==> src/hw/gcuf_defines.vh <==
/*
 * Register offsets, field positions, reset values and bus codes of the
 * general configuration block.
 * Assumes it is included by the design files by its bare name.
 */
`ifndef GCUF_DEFINES_VH
`define GCUF_DEFINES_VH

// ----------------------------------------------------------------------
// Register map (byte addresses, 12-bit)
// ----------------------------------------------------------------------
`define GCUF_ADDR_W 12
`define GCUF_CONF_ADDR 12'h000
`define GCUF_READBACK_IDX 10'h036
`define GCUF_STATUS_ADDR 12'h100
`define GCUF_MASK_ADDR 12'h104

// ----------------------------------------------------------------------
// Reset values and event width
// ----------------------------------------------------------------------
`define GCUF_CONF_RESET 32'h00006020
`define GCUF_EVENT_W 3

// ----------------------------------------------------------------------
// Configuration word fields
// ----------------------------------------------------------------------
`define GCUF_STEP_SRC_HI 7
`define GCUF_STEP_SRC_LO 6
`define GCUF_ENC_TYPE_HI 11
`define GCUF_ENC_TYPE_LO 10
`define GCUF_DIFF_DISABLE 12
`define GCUF_INTR_POL 15
`define GCUF_ARRIVAL_INV 16
`define GCUF_CLK_GATE_EN 17
`define GCUF_CLK_GATE_STDBY 18
`define GCUF_PWM_SELECT 23
`define GCUF_EXIT_RESTART 26
`define GCUF_READBACK_SEL 27
`define GCUF_TABLE_REVERSE 28
`define GCUF_PULL_DRIVE 29
`define GCUF_INTR_WIRED_AND 30
`define GCUF_ARRIVAL_WIRED_AND 31

// ----------------------------------------------------------------------
// Encoder type codes
// ----------------------------------------------------------------------
`define GCUF_ENC_INCREMENTAL 2'h0
`define GCUF_ENC_SSI 2'h1
`define GCUF_ENC_RESERVED 2'h2
`define GCUF_ENC_SPI 2'h3

// ----------------------------------------------------------------------
// Status bits and bus responses
// ----------------------------------------------------------------------
`define GCUF_EV_ARRIVAL 0
`define GCUF_EV_EXIT 1
`define GCUF_EV_BAD_ENC 2
`define GCUF_RESP_OKAY 2'h0
`define GCUF_RESP_SLVERR 2'h2

`endif

==> src/hw/gcuf_pin_drive.v <==
/*
 * Output stage of one flag pin: strong drive, or gated pull drive that
 * acts as wired-OR or wired-AND.
 * Assumes the board resolves the pin from value and enable.
 */
`timescale 1ns/1ps
`default_nettype none

module gcuf_pin_drive (
	// Clock and reset
	input wire clk_in,
	input wire rst_in,
	// Control
	input wire level_in,
	input wire pull_mode_in,
	input wire wired_and_in,
	// Pin
	output reg pin_out,
	output reg pin_oe_out
);

	// Strong mode drives both levels; wired-OR drives only a one and
	// wired-AND only a zero, leaving the other level to the pull.
	always @(posedge clk_in or posedge rst_in) begin
		if (rst_in) begin
			pin_out <= 1'b0;
			pin_oe_out <= 1'b0;
		end else if (!pull_mode_in) begin
			pin_out <= level_in;
			pin_oe_out <= 1'b1;
		end else if (wired_and_in) begin
			pin_out <= 1'b0;
			pin_oe_out <= ~level_in;
		end else begin
			pin_out <= 1'b1;
			pin_oe_out <= level_in;
		end
	end

endmodule

`default_nettype wire

==> src/hw/gcuf_exit_restart.v <==
/*
 * Detects the end of direct external step control and loads the motion
 * state with zero or with the start values.
 * Assumes start values are stable in the clock domain.
 */
`timescale 1ns/1ps
`default_nettype none

module gcuf_exit_restart #(
	parameter W = 32
) (
	// Clock and reset
	input wire clk_in,
	input wire rst_in,
	// Control
	input wire [1:0] step_source_in,
	input wire restart_in,
	input wire [W-1:0] start_velocity_in,
	input wire [W-1:0] start_acceleration_in,
	// Load
	output reg load_out,
	output reg [W-1:0] current_velocity_out,
	output reg [W-1:0] current_acceleration_out
);

	reg direct_prev;
	wire direct_now;

	// Any nonzero step source means steps come from the step inputs.
	assign direct_now = |step_source_in;

	// A falling edge of direct control issues one load pulse.
	always @(posedge clk_in or posedge rst_in) begin
		if (rst_in) begin
			direct_prev <= 1'b0;
			load_out <= 1'b0;
			current_velocity_out <= {W{1'b0}};
			current_acceleration_out <= {W{1'b0}};
		end else begin
			direct_prev <= direct_now;
			load_out <= direct_prev & ~direct_now;
			if (direct_prev && !direct_now) begin
				current_velocity_out <= restart_in ? start_velocity_in : {W{1'b0}};
				current_acceleration_out <= restart_in ? start_acceleration_in : {W{1'b0}};
			end
		end
	end

endmodule

`default_nettype wire

==> src/hw/gcuf_top.v <==
/*
 * Upper fields of the general configuration word of a stepper motion
 * controller, with an AXI4-Lite register slave, event status and the
 * output steering that the fields control.
 * Assumes all inputs are synchronous to clk_in.
 */
// Design decision made here: the AXI4-Lite interface to the registers.
// Behaviour
// - Encoder type field selects incremental, SSI, SPI.
// - Differential inputs off; forced on SPI type.
// - Interrupt polarity bit sets active pin level.
// - Arrival polarity bit inverts target reached output.
// - Clock gating enable permits internal clock gating.
// - Standby gating bit permits gating in standby.
// - PWM select routes PWM phases onto step pins.
// - Leaving direct control zeroes or loads start values.
// - Readback select picks latch or revolution count.
// - Table reverse bit reverses microstep table direction.
// - Drive bit picks strong or gated pull outputs.
// - Interrupt pin wired-OR or wired-AND under pull.
// - Arrival pin wired-OR or wired-AND under pull.
// - Configuration word resets to its default, read/write.
// - Nonzero step source field means direct control.
`timescale 1ns/1ps
`default_nettype none
`include "gcuf_defines.vh"

module gcuf_top #(
	parameter DATA_W = 32
) (
	// Clock and reset
	input wire clk_in,
	input wire rst_in,
	// AXI4-Lite write address and data
	input wire [`GCUF_ADDR_W-1:0] s_axi_awaddr_in,
	input wire s_axi_awvalid_in,
	output reg s_axi_awready_out,
	input wire [31:0] s_axi_wdata_in,
	input wire [3:0] s_axi_wstrb_in,
	input wire s_axi_wvalid_in,
	output reg s_axi_wready_out,
	// AXI4-Lite write response
	output reg [1:0] s_axi_bresp_out,
	output reg s_axi_bvalid_out,
	input wire s_axi_bready_in,
	// AXI4-Lite read
	input wire [`GCUF_ADDR_W-1:0] s_axi_araddr_in,
	input wire s_axi_arvalid_in,
	output reg s_axi_arready_out,
	output reg [31:0] s_axi_rdata_out,
	output reg [1:0] s_axi_rresp_out,
	output reg s_axi_rvalid_out,
	input wire s_axi_rready_in,
	// Core status inputs
	input wire interrupt_request_in,
	input wire target_reached_in,
	input wire standby_in,
	input wire [DATA_W-1:0] latch_position_in,
	input wire [DATA_W-1:0] revolution_count_in,
	input wire [DATA_W-1:0] start_velocity_in,
	input wire [DATA_W-1:0] start_acceleration_in,
	// Step sources
	input wire step_gen_in,
	input wire direction_gen_in,
	input wire pwm_phase_a_in,
	input wire pwm_phase_b_in,
	// Step pins
	output reg step_out,
	output reg direction_out,
	// Flag pins
	output wire interrupt_pin_out,
	output wire interrupt_pin_oe_out,
	output wire arrival_pin_out,
	output wire arrival_pin_oe_out,
	// Encoder and clock control
	output reg [1:0] encoder_type_out,
	output reg diff_input_enable_out,
	output reg clock_gate_permit_out,
	output reg table_reverse_out,
	// Motion state load on leaving direct control
	output wire motion_load_out,
	output wire [DATA_W-1:0] current_velocity_out,
	output wire [DATA_W-1:0] current_acceleration_out,
	// Event interrupt
	output reg irq_out
);

	// ------------------------------------------------------------------
	// Registers and wires
	// ------------------------------------------------------------------
	reg [31:0] general_configuration;
	reg [`GCUF_EVENT_W-1:0] event_status;
	reg [`GCUF_EVENT_W-1:0] event_mask;
	reg [`GCUF_ADDR_W-1:0] wr_addr;
	reg [31:0] wr_data;
	reg [3:0] wr_strb;
	reg aw_held;
	reg w_held;
	reg arrival_prev;
	reg [31:0] next_conf;
	reg [31:0] rd_value;
	reg rd_hit;
	reg wr_hit;
	wire do_write;
	wire do_read;
	wire status_read;
	wire [`GCUF_ADDR_W-1:0] readback_addr;
	wire [`GCUF_EVENT_W-1:0] events;
	wire arrival_event;
	wire exit_event;
	wire bad_enc_event;
	wire intr_level;
	wire arrival_level;
	integer i;

	// Readback register sits at four times its index.
	assign readback_addr = {`GCUF_READBACK_IDX, 2'b00};

	// A write is performed once address and data are both held.
	assign do_write = aw_held & w_held & ~s_axi_bvalid_out;
	assign do_read = s_axi_arvalid_in & s_axi_arready_out;
	assign status_read = do_read & (s_axi_araddr_in == `GCUF_STATUS_ADDR);

	// ------------------------------------------------------------------
	// Configuration write merge
	// ------------------------------------------------------------------

	// Byte strobes select lanes; the SPI encoder type forces the
	// differential inputs off in the stored word.
	always @* begin
		next_conf = general_configuration;
		for (i = 0; i < 4; i = i + 1) begin
			if (wr_strb[i]) begin
				next_conf[i*8 +: 8] = wr_data[i*8 +: 8];
			end
		end
		if (next_conf[`GCUF_ENC_TYPE_HI:`GCUF_ENC_TYPE_LO] == `GCUF_ENC_SPI) begin
			next_conf[`GCUF_DIFF_DISABLE] = 1'b1;
		end
	end

	// Write address decode.
	always @* begin
		if (wr_addr == `GCUF_CONF_ADDR) begin
			wr_hit = 1'b1;
		end else if (wr_addr == `GCUF_MASK_ADDR) begin
			wr_hit = 1'b1;
		end else if (wr_addr == `GCUF_STATUS_ADDR) begin
			wr_hit = 1'b1;
		end else if (wr_addr == readback_addr) begin
			wr_hit = 1'b1;
		end else begin
			wr_hit = 1'b0;
		end
	end

	// ------------------------------------------------------------------
	// AXI4-Lite write channel
	// ------------------------------------------------------------------

	// Address and data are taken independently and held until the write.
	always @(posedge clk_in or posedge rst_in) begin
		if (rst_in) begin
			aw_held <= 1'b0;
			w_held <= 1'b0;
			wr_addr <= {`GCUF_ADDR_W{1'b0}};
			wr_data <= 32'h00000000;
			wr_strb <= 4'h0;
			s_axi_awready_out <= 1'b0;
			s_axi_wready_out <= 1'b0;
			s_axi_bvalid_out <= 1'b0;
			s_axi_bresp_out <= `GCUF_RESP_OKAY;
		end else begin
			s_axi_awready_out <= ~aw_held & ~s_axi_awready_out & ~s_axi_bvalid_out;
			s_axi_wready_out <= ~w_held & ~s_axi_wready_out & ~s_axi_bvalid_out;
			if (s_axi_awvalid_in && s_axi_awready_out) begin
				aw_held <= 1'b1;
				wr_addr <= s_axi_awaddr_in;
				s_axi_awready_out <= 1'b0;
			end
			if (s_axi_wvalid_in && s_axi_wready_out) begin
				w_held <= 1'b1;
				wr_data <= s_axi_wdata_in;
				wr_strb <= s_axi_wstrb_in;
				s_axi_wready_out <= 1'b0;
			end
			if (do_write) begin
				aw_held <= 1'b0;
				w_held <= 1'b0;
				s_axi_bvalid_out <= 1'b1;
				s_axi_bresp_out <= wr_hit ? `GCUF_RESP_OKAY : `GCUF_RESP_SLVERR;
			end else if (s_axi_bvalid_out && s_axi_bready_in) begin
				s_axi_bvalid_out <= 1'b0;
			end
		end
	end

	// Configuration and mask storage; reserved bits are kept as written.
	always @(posedge clk_in or posedge rst_in) begin
		if (rst_in) begin
			general_configuration <= `GCUF_CONF_RESET;
			event_mask <= {`GCUF_EVENT_W{1'b0}};
		end else if (do_write) begin
			if (wr_addr == `GCUF_CONF_ADDR) begin
				general_configuration <= next_conf;
			end else if (wr_addr == `GCUF_MASK_ADDR) begin
				if (wr_strb[0]) begin
					event_mask <= wr_data[`GCUF_EVENT_W-1:0];
				end
			end
		end
	end

	// ------------------------------------------------------------------
	// AXI4-Lite read channel
	// ------------------------------------------------------------------

	// Read decode; the readback word follows the select bit.
	always @* begin
		rd_hit = 1'b1;
		rd_value = 32'h00000000;
		if (s_axi_araddr_in == `GCUF_CONF_ADDR) begin
			rd_value = general_configuration;
		end else if (s_axi_araddr_in == `GCUF_STATUS_ADDR) begin
			rd_value[`GCUF_EVENT_W-1:0] = event_status;
		end else if (s_axi_araddr_in == `GCUF_MASK_ADDR) begin
			rd_value[`GCUF_EVENT_W-1:0] = event_mask;
		end else if (s_axi_araddr_in == readback_addr) begin
			if (general_configuration[`GCUF_READBACK_SEL]) begin
				rd_value = revolution_count_in;
			end else begin
				rd_value = latch_position_in;
			end
		end else begin
			rd_hit = 1'b0;
		end
	end

	// One read at a time; data is captured when the address is taken.
	always @(posedge clk_in or posedge rst_in) begin
		if (rst_in) begin
			s_axi_arready_out <= 1'b0;
			s_axi_rvalid_out <= 1'b0;
			s_axi_rdata_out <= 32'h00000000;
			s_axi_rresp_out <= `GCUF_RESP_OKAY;
		end else begin
			s_axi_arready_out <= ~s_axi_arready_out & ~s_axi_rvalid_out;
			if (do_read) begin
				s_axi_arready_out <= 1'b0;
				s_axi_rvalid_out <= 1'b1;
				s_axi_rdata_out <= rd_value;
				s_axi_rresp_out <= rd_hit ? `GCUF_RESP_OKAY : `GCUF_RESP_SLVERR;
			end else if (s_axi_rvalid_out && s_axi_rready_in) begin
				s_axi_rvalid_out <= 1'b0;
			end
		end
	end

	// ------------------------------------------------------------------
	// Events and status
	// ------------------------------------------------------------------

	// Arrival is a rising edge of target reached; a reserved encoder code
	// written by software is flagged because it must not be used.
	assign arrival_event = target_reached_in & ~arrival_prev;
	assign bad_enc_event = do_write & (wr_addr == `GCUF_CONF_ADDR) &
		(next_conf[`GCUF_ENC_TYPE_HI:`GCUF_ENC_TYPE_LO] == `GCUF_ENC_RESERVED);
	assign exit_event = motion_load_out;
	assign events = {bad_enc_event, exit_event, arrival_event};

	// Sticky status: a read clears it, but a new event in that cycle stays.
	always @(posedge clk_in or posedge rst_in) begin
		if (rst_in) begin
			arrival_prev <= 1'b0;
			event_status <= {`GCUF_EVENT_W{1'b0}};
			irq_out <= 1'b0;
		end else begin
			arrival_prev <= target_reached_in;
			if (status_read) begin
				event_status <= events;
			end else begin
				event_status <= event_status | events;
			end
			irq_out <= |(event_status & event_mask);
		end
	end

	// ------------------------------------------------------------------
	// Steering outputs
	// ------------------------------------------------------------------

	// Step pins carry step and direction or the two PWM phases.
	always @(posedge clk_in or posedge rst_in) begin
		if (rst_in) begin
			step_out <= 1'b0;
			direction_out <= 1'b0;
		end else if (general_configuration[`GCUF_PWM_SELECT]) begin
			step_out <= pwm_phase_a_in;
			direction_out <= pwm_phase_b_in;
		end else begin
			step_out <= step_gen_in;
			direction_out <= direction_gen_in;
		end
	end

	// Encoder selection, clock gating permission and table direction.
	always @(posedge clk_in or posedge rst_in) begin
		if (rst_in) begin
			encoder_type_out <= `GCUF_ENC_INCREMENTAL;
			diff_input_enable_out <= 1'b0;
			clock_gate_permit_out <= 1'b0;
			table_reverse_out <= 1'b0;
		end else begin
			encoder_type_out <= general_configuration[`GCUF_ENC_TYPE_HI:`GCUF_ENC_TYPE_LO];
			diff_input_enable_out <= ~general_configuration[`GCUF_DIFF_DISABLE];
			clock_gate_permit_out <= general_configuration[`GCUF_CLK_GATE_EN] &
				(~standby_in | general_configuration[`GCUF_CLK_GATE_STDBY]);
			table_reverse_out <= general_configuration[`GCUF_TABLE_REVERSE];
		end
	end

	// Pin levels: polarity for interrupt, inversion for arrival.
	assign intr_level = interrupt_request_in ~^ general_configuration[`GCUF_INTR_POL];
	assign arrival_level = target_reached_in ^ general_configuration[`GCUF_ARRIVAL_INV];

	// Interrupt pin stage.
	gcuf_pin_drive u_intr_pin (
		.clk_in(clk_in),
		.rst_in(rst_in),
		.level_in(intr_level),
		.pull_mode_in(general_configuration[`GCUF_PULL_DRIVE]),
		.wired_and_in(general_configuration[`GCUF_INTR_WIRED_AND]),
		.pin_out(interrupt_pin_out),
		.pin_oe_out(interrupt_pin_oe_out)
	);

	// Arrival pin stage.
	gcuf_pin_drive u_arrival_pin (
		.clk_in(clk_in),
		.rst_in(rst_in),
		.level_in(arrival_level),
		.pull_mode_in(general_configuration[`GCUF_PULL_DRIVE]),
		.wired_and_in(general_configuration[`GCUF_ARRIVAL_WIRED_AND]),
		.pin_out(arrival_pin_out),
		.pin_oe_out(arrival_pin_oe_out)
	);

	// Leaving direct step control reloads velocity and acceleration.
	gcuf_exit_restart #(
		.W(DATA_W)
	) u_exit (
		.clk_in(clk_in),
		.rst_in(rst_in),
		.step_source_in(general_configuration[`GCUF_STEP_SRC_HI:`GCUF_STEP_SRC_LO]),
		.restart_in(general_configuration[`GCUF_EXIT_RESTART]),
		.start_velocity_in(start_velocity_in),
		.start_acceleration_in(start_acceleration_in),
		.load_out(motion_load_out),
		.current_velocity_out(current_velocity_out),
		.current_acceleration_out(current_acceleration_out)
	);

endmodule

`default_nettype wire

==> config.mk <==
export PLATFORM = sky130hd
export DESIGN_NAME = gcuf_top
export DESIGN_NICKNAME = d
export VERILOG_FILES = /design/src/hw/gcuf_pin_drive.v /design/src/hw/gcuf_exit_restart.v /design/src/hw/gcuf_top.v
export VERILOG_INCLUDE_DIRS = /design/src /design/src/hw
export SDC_FILE = /design/constraint.sdc
export NUM_CORES = 1
export LEC_CHECK = 0
export BUFFER_PORTS_ARGS = -buffer_cell sky130_fd_sc_hd__buf_4
export CORE_MARGIN = 5
export CORE_UTILIZATION = 27
export DETAILED_ROUTE_END_ITERATION = 8
export PLACE_DENSITY = 0.53
export SLEW_MARGIN = 20
export SYNTH_ARGS = -nofsm -noshare
export SYNTH_HDL_FRONTEND = slang
export SYNTH_SLANG_ARGS = --single-unit
==> constraint.sdc <==
create_clock -name clk_in -period 6.95 [get_ports clk_in]
set_clock_uncertainty 0.1 [all_clocks]
set_input_delay 0.695 -clock clk_in [delete_from_list [all_inputs] [get_ports clk_in]]
set_output_delay 0.695 -clock clk_in [all_outputs]
set_load 0.01 [all_outputs]
==> impl_metrics.yaml, run 1 <==
logic_synthesis:
  yosys.area_share.simple_pct: 11.8
  synth_compound_area_share_pct: 8.86
  yosys_register_bits: 206
  synth-main-ff-cell: "dfrtp_1"
  synth_fa_ha_area_share_pct: 0
  async_flop_share_pct: 100
  synthXorXnorAreaFrac_pct: 0.414
  synth_cells: 747
  netlist.area_leader.share_pct: 60.1
  ys_types: 44
  synth_edf_count: 0
  synthMuxAreaShare_pct: 15.2
  synth_seq_area_share_pct: 61.0
  yosys.area.top_type: "dfrtp_1"
  synth_top_family_by_area: "multiplexers"
  syn_area_per_cell_um2: 11.3
  yosys-top-cells-count: "dfrtp_1 (203), nand2_1 (194), mux2_2 (87), o21ai_0 (69), clkbuf_1 (36)"
  ys_warn_count: 0
  synth.area.top_cells: "dfrtp_1 (60%), mux2_2 (12%), nand2_1 (8.6%), o21ai_0 (4.1%), mux2i_1 (3.4%)"
  syn_area_um2: 8460
  synth.most_common_cell: "dfrtp_1"
power:
  p_seq_share_pct: 45.3
  ir_drop_uv: 170
  switching_share_pct: 27.8
  intPower_mw: 2.67
  leakagePower_nw: 5.72
  report.power.total_mw: 3.70
  power_switching_mw: 1.03
  pwr-share-clk_pct: 32.9
  combPwrFrac_pct: 21.8
  power_density_nw_per_um2: 307
die:
  die_w_um: 187
  core_region_area_um2: 30700
  initial_utilization_pct: 27.5
  num_rows: 64
  dieArea_um2: 35000
  ios: 320
  die-height_um: 187
worst_hold_path:
  hp-start: "target_reached_in"
  hold_class: "in -> reg"
  holdPathStages: 1
  min_to: "arrival_prev"
setup_path:
  cp.required_ps: 7250
  r2r-end: "general_configuration[6]"
  rrSetupSlack_ps: 4600
  cp-end-kind: "flop"
  worstSetupPathType: "reg -> reg"
  r2r_start: "wr_addr[3]"
  r2r_cells: 5
  worst-path-max-fanout: 8
  startpoint_type: "flop"
  crit_arrival_ps: 2650
cts:
  cts_hold_buf: 0
  clk_latency_ps: 510
  cts_resized: 0
  clockRootBuffer: "clkbuf_16"
  clkSinkCount: 206
  cts_max_path_buffers: 3
  cts_buffers: 24
  h-tree-depth: 1
  cts.reportedPaths.clkPinSlew_ps: 60
  postCtsSetupRepairBufs: 0
  tritoncts: "built"
layout:
  fillCellCount: 3102
  syn_to_final_growth_pct: 42.4
  regArea_um2: 5160
  multi_input_area_um2: 3080
  diodes: 0
  fin_util_pct: 39.2
  finish.instance_area_um2: 12000
  fin_nets: 1256
  drive_gt1_share_pct: 43.6
global_routing:
  grt_pass1_wl_um: 39300
  grt_pass1_vias: 6962
  grt_usage_pct: 13.7
  antenna_found_initial: 3
  overflow: 0
  grt_max_degree: 131
detailed_routing:
  antenna_left: 0
  via_per_inst: 4.43
  first_iter_violations: 269
  drt-total-wl_um: 24400
  num_vias: 6501
  routedWlPerCell_um: 16.6
  drc: 0
  drt_pass1_iterations: 4
sta:
  timing.final.ws_setup_ps: 4600
  period_minus_slack_ps: 2350
  slew-limit-headroom_pct: 34.4
  finalCritPeriodShare_pct: 33.9
  fmax_mhz: 425
  finalSetupViolCount: 0
  rsz0062_at_grt: "false"
  setup_tns_ps: 0
  worst_pin_slew_ps: 981
  hold_violations: 0
  slew_viol_final: 0
status:
  status: "completed"
place:
  postPlaceCellArea_um2: 11200
  place_ws_ps: 4150
  port_buffers: 317
  dp_hpwl_um: 17900
  gp_congestion: 0.745
run:
  cap_violations: 0
## worst max path at each step
stage | startpoint | endpoint | slack (ps) | cells past startpoint
detailed placement | rst_in | general_configuration[26] | 4150 | 3
CTS | wr_addr[3] | general_configuration[6] | 4450 | 5
finish | wr_addr[3] | general_configuration[6] | 4600 | 5
global placement | rst_in | general_configuration[26] | 4160 | 3
floorplan | rst_in | arrival_prev | 540 | 1
global route | wr_addr[3] | general_configuration[2] | 4310 | 5
## logic make-up (layout without fill, tap and decap cells)
logic type,count (synthesis),count (layout)
compound gates,124,124
xor+xnor,4,4
buf+inv,57,381
flops,206,206
mux,117,117
other cells,1,2
simple gates,238,238
## cell type report
cell class / instances / share of cell area [%]
Clock buffer: 35 / 5.99
Timing Repair Buffer: 325 / 20.5
Clock inverter: 9 / 0.509
Multi-Input combinational cell: 485 / 25.6
Tap cell: 396 / 4.11
Inverter: 12 / 0.436
Sequential cell: 206 / 42.8
## metrics by stage
| step | hold slack, ps | cells |
|---|---|---|
| floorplan | 269 | 748 |
| global placement | 313 | 1422 |
| detailed placement | 315 | 1422 |
| CTS | 198 | 1466 |
| global route | 206 | 1468 |
| finish | 229 | 1468 |
## routing by layer
| layer | vias up | GRT usage, % | wire length (um) | share of wire [%] |
|---|---|---|---|---|
| met5 | - | 0 | 41 | 0.17 |
| met2 | 223 | 23.2 | 11700 | 48 |
| met1 | 3065 | 17.1 | 10200 | 42 |
| met4 | 6 | 2.87 | 489 | 2.0 |
| met3 | 29 | 4.83 | 2000 | 8.2 |
| li1 | 3178 | - | - | - |
## power groups by stage
stage	logic (mW)	clock network [mW]	registers [mW]
global route	0.899	1.32	1.72
global placement	0.814	0	1.69
CTS	0.824	1.27	1.68
floorplan	0.363	0	1.72
finish	0.805	1.22	1.68
detailed placement	0.827	0	1.70
## worst max-delay path, cell delays in order, from the launching register on
cell	delay, ps
dfrtp_1	390
nor4_1	440
nand4_1	260
nor3_4	440
nand2_2	280
mux2_2	340
## state kept, by name, summed over array words and instances, names as in the netlist, 2 cells and up
signal / count
encoder_type_out: 2
event_mask: 3
event_status: 3
general_configuration: 32
s_axi_rdata_out: 32
u_exit.current_acceleration_out: 32
u_exit.current_velocity_out: 32
wr_addr: 12
wr_data: 32
wr_strb: 4
## cells in the final DEF (no fill, tap or decap), types with 3 or more instances in the layout
cell,count
buf_4,323
dfrtp_1,201
nand2_1,192
mux2_2,87
o21ai_0,69
mux2i_1,29
clkbuf_16,24
o211ai_1,23
nor2_1,14
inv_1,11
a21oi_1,10
clkbuf_8,8
a2bb2oi_1,6
clkinv_2,6
nand2_2,5
nor3_1,5
a211oi_1,5
nor4_1,3
nand3_1,3
or4_1,3
xor2_1,3
clkbuf_1,3
dfstp_2,3
No activity file was read; power rests on OpenSTA's default activity.
==> run 2, diff against run 1 <==
Clock period 6.95 ns to 2.2 ns, I/O delays scaled along.
==> run 2 against run 1 <==
Against the previous run: register-to-register slack got worse by 4500 ps; total power rose to 3.4 times the previous value; sequential power grew to 3.2 times the previous value; maximum frequency grew 13%; routed wire length up 8.4%; critical endpoint is now general_configuration[0].
==> impl_metrics.yaml, run 2 (same netlist as run 1, synthesis figures left out) <==
status:
  status: "completed"
sta:
  finalCritPeriodShare_pct: 94.4
  fmax_mhz: 481
  slew_viol_final: 0
  finalSetupViolCount: 0
  rsz0062_at_grt: "false"
  hold_violations: 0
  setup_tns_ps: 0
  period_minus_slack_ps: 2080
  worst_pin_slew_ps: 519
  slew-limit-headroom_pct: 65.3
  timing.final.ws_setup_ps: 122
layout:
  layout_commonest_cell: "buf_4"
  fillCellCount: 2891
  mostFrequentLayoutCells: "buf_4 (326), dfrtp_1 (201), nand2_1 (192)"
  fin_nets: 1450
  syn_to_final_growth_pct: 67.8
  drive_gt1_share_pct: 37.9
setup_path:
  crit_arrival_ps: 2390
  cp.required_ps: 2510
  worst-path-max-fanout: 8
  startpoint_type: "flop"
  rrSetupSlack_ps: 120
  worstSetupPathType: "reg -> reg"
  cp-end-kind: "flop"
detailed_routing:
  wl_met3_um: 1940
  via_per_inst: 4.40
  drt-total-wl_um: 26400
  first_iter_violations: 241
  wl_met2_um: 12800
  antenna_left: 0
  num_vias: 7334
  drt_pass1_iterations: 4
  top_layer: "met5"
  drt-met1-wl_um: 10800
  drc: 0
  routedWlPerCell_um: 15.8
cts:
  clockRootBuffer: "clkbuf_16"
  tritoncts: "built"
  clkSinkCount: 206
  cts_buffers: 25
  cts.reportedPaths.clkPinSlew_ps: 60
  h-tree-depth: 1
  cts_max_path_buffers: 3
  clk_latency_ps: 530
run:
  cap_violations: 0
power:
  power_density_nw_per_um2: 895
  ir_drop_uv: 498
  leakagePower_nw: 6.62
die:
  die-height_um: 187
  ios: 320
  core_region_area_um2: 30700
  initial_utilization_pct: 27.5
  die_w_um: 187
  dieArea_um2: 35000
  num_rows: 64
global_routing:
  antenna_found_initial: 5
  grt_usage_pct: 14.8
  grt_max_degree: 130
  grt_pass1_wl_um: 43200
  grt_pass1_vias: 8093
  overflow: 0
place:
  place_ws_ps: -38.0
  port_buffers: 317
  dp_hpwl_um: 18300
  gp_congestion: 0.738
worst_hold_path:
  hold_class: "in -> reg"
run 2: cell types whose count changed in the layout (fill, tap and decap cells not counted), sizes merged:
cell / previous run / this run
bufinv: 0 / 5
diode: 0 / 4
clkbuf: 35 / 33
inv: 12 / 13
clkinv: 7 / 5
buf: 325 / 335
dlygate4sd3: 0 / 183
run 2: timing repair:
item / CTS / global route
hold buffers: 183 / 0
buffers inserted: 1 / 1
endpoints found under the hold margin: 324 / 0
setup endpoints to repair: 17 / 35
gates resized for setup: 0 / 4
pin swaps: 1 / 1
gates cloned: 0 / 0
run 2: area by class of cell:
cell class,count,area [um2],area share [%]
repair buffers,518,4460,31.4
clock inverters,13,215,1.52
well taps,396,495,3.49
flip-flops and latches,206,5160,36.4
clock buffers,33,696,4.90
inverters,12,48.8,0.344
diodes,4,10.0,0.0705
multi-input cells,485,3100,21.9
run 2: worst paths after layout:
kind,startpoint,end,depth (start not counted)
min reg2reg,arrival_prev,event_status[0],1
min,s_axi_araddr_in[8],s_axi_rresp_out[1],4
min in group asynchronous,rst_in,general_configuration[7],3
max in group asynchronous,rst_in,general_configuration[5],4
max reg2reg,s_axi_bvalid_out,general_configuration[0],7
max,s_axi_bvalid_out,general_configuration[0],7
run 2: metrics by stage:
step	hold WS, ps	util, %	power [mW]	cells	instance area, um2
2_1_floorplan	151	-	6.58	748	8460
3_3_place_gp	128	37.0	7.96	1432	11400
3_5_place_dp	127	37.0	8.03	1432	11400
4_1_cts	18.9	46.0	12.9	1662	14100
5_1_grt	54.0	46.2	13.4	1667	14200
6_report	49.3	46.2	12.7	1667	14200
run 2: worst max-delay path, cell delays in order, from the launching register on:
cell and delay [ps]:
dfrtp_1 410, and3b_1 320, nand4_1 120, buf_4 170, nor3_4 220, buf_12 150, nand2_2 160, mux2_2 320
run 2: report_power, final:
group | total, mW | switching, mW | internal, mW
registers | 5.36 | 0.631 | 4.72
clock network | 4.48 | 1.65 | 2.83
logic | 2.86 | 1.19 | 1.68
run 2: metal layers:
layer	vias to the layer above	track usage (%)
met5	-	0
met4	2	4.29
met3	56	4.42
met2	233	25.8
met1	3482	17.9
li1	3561	-
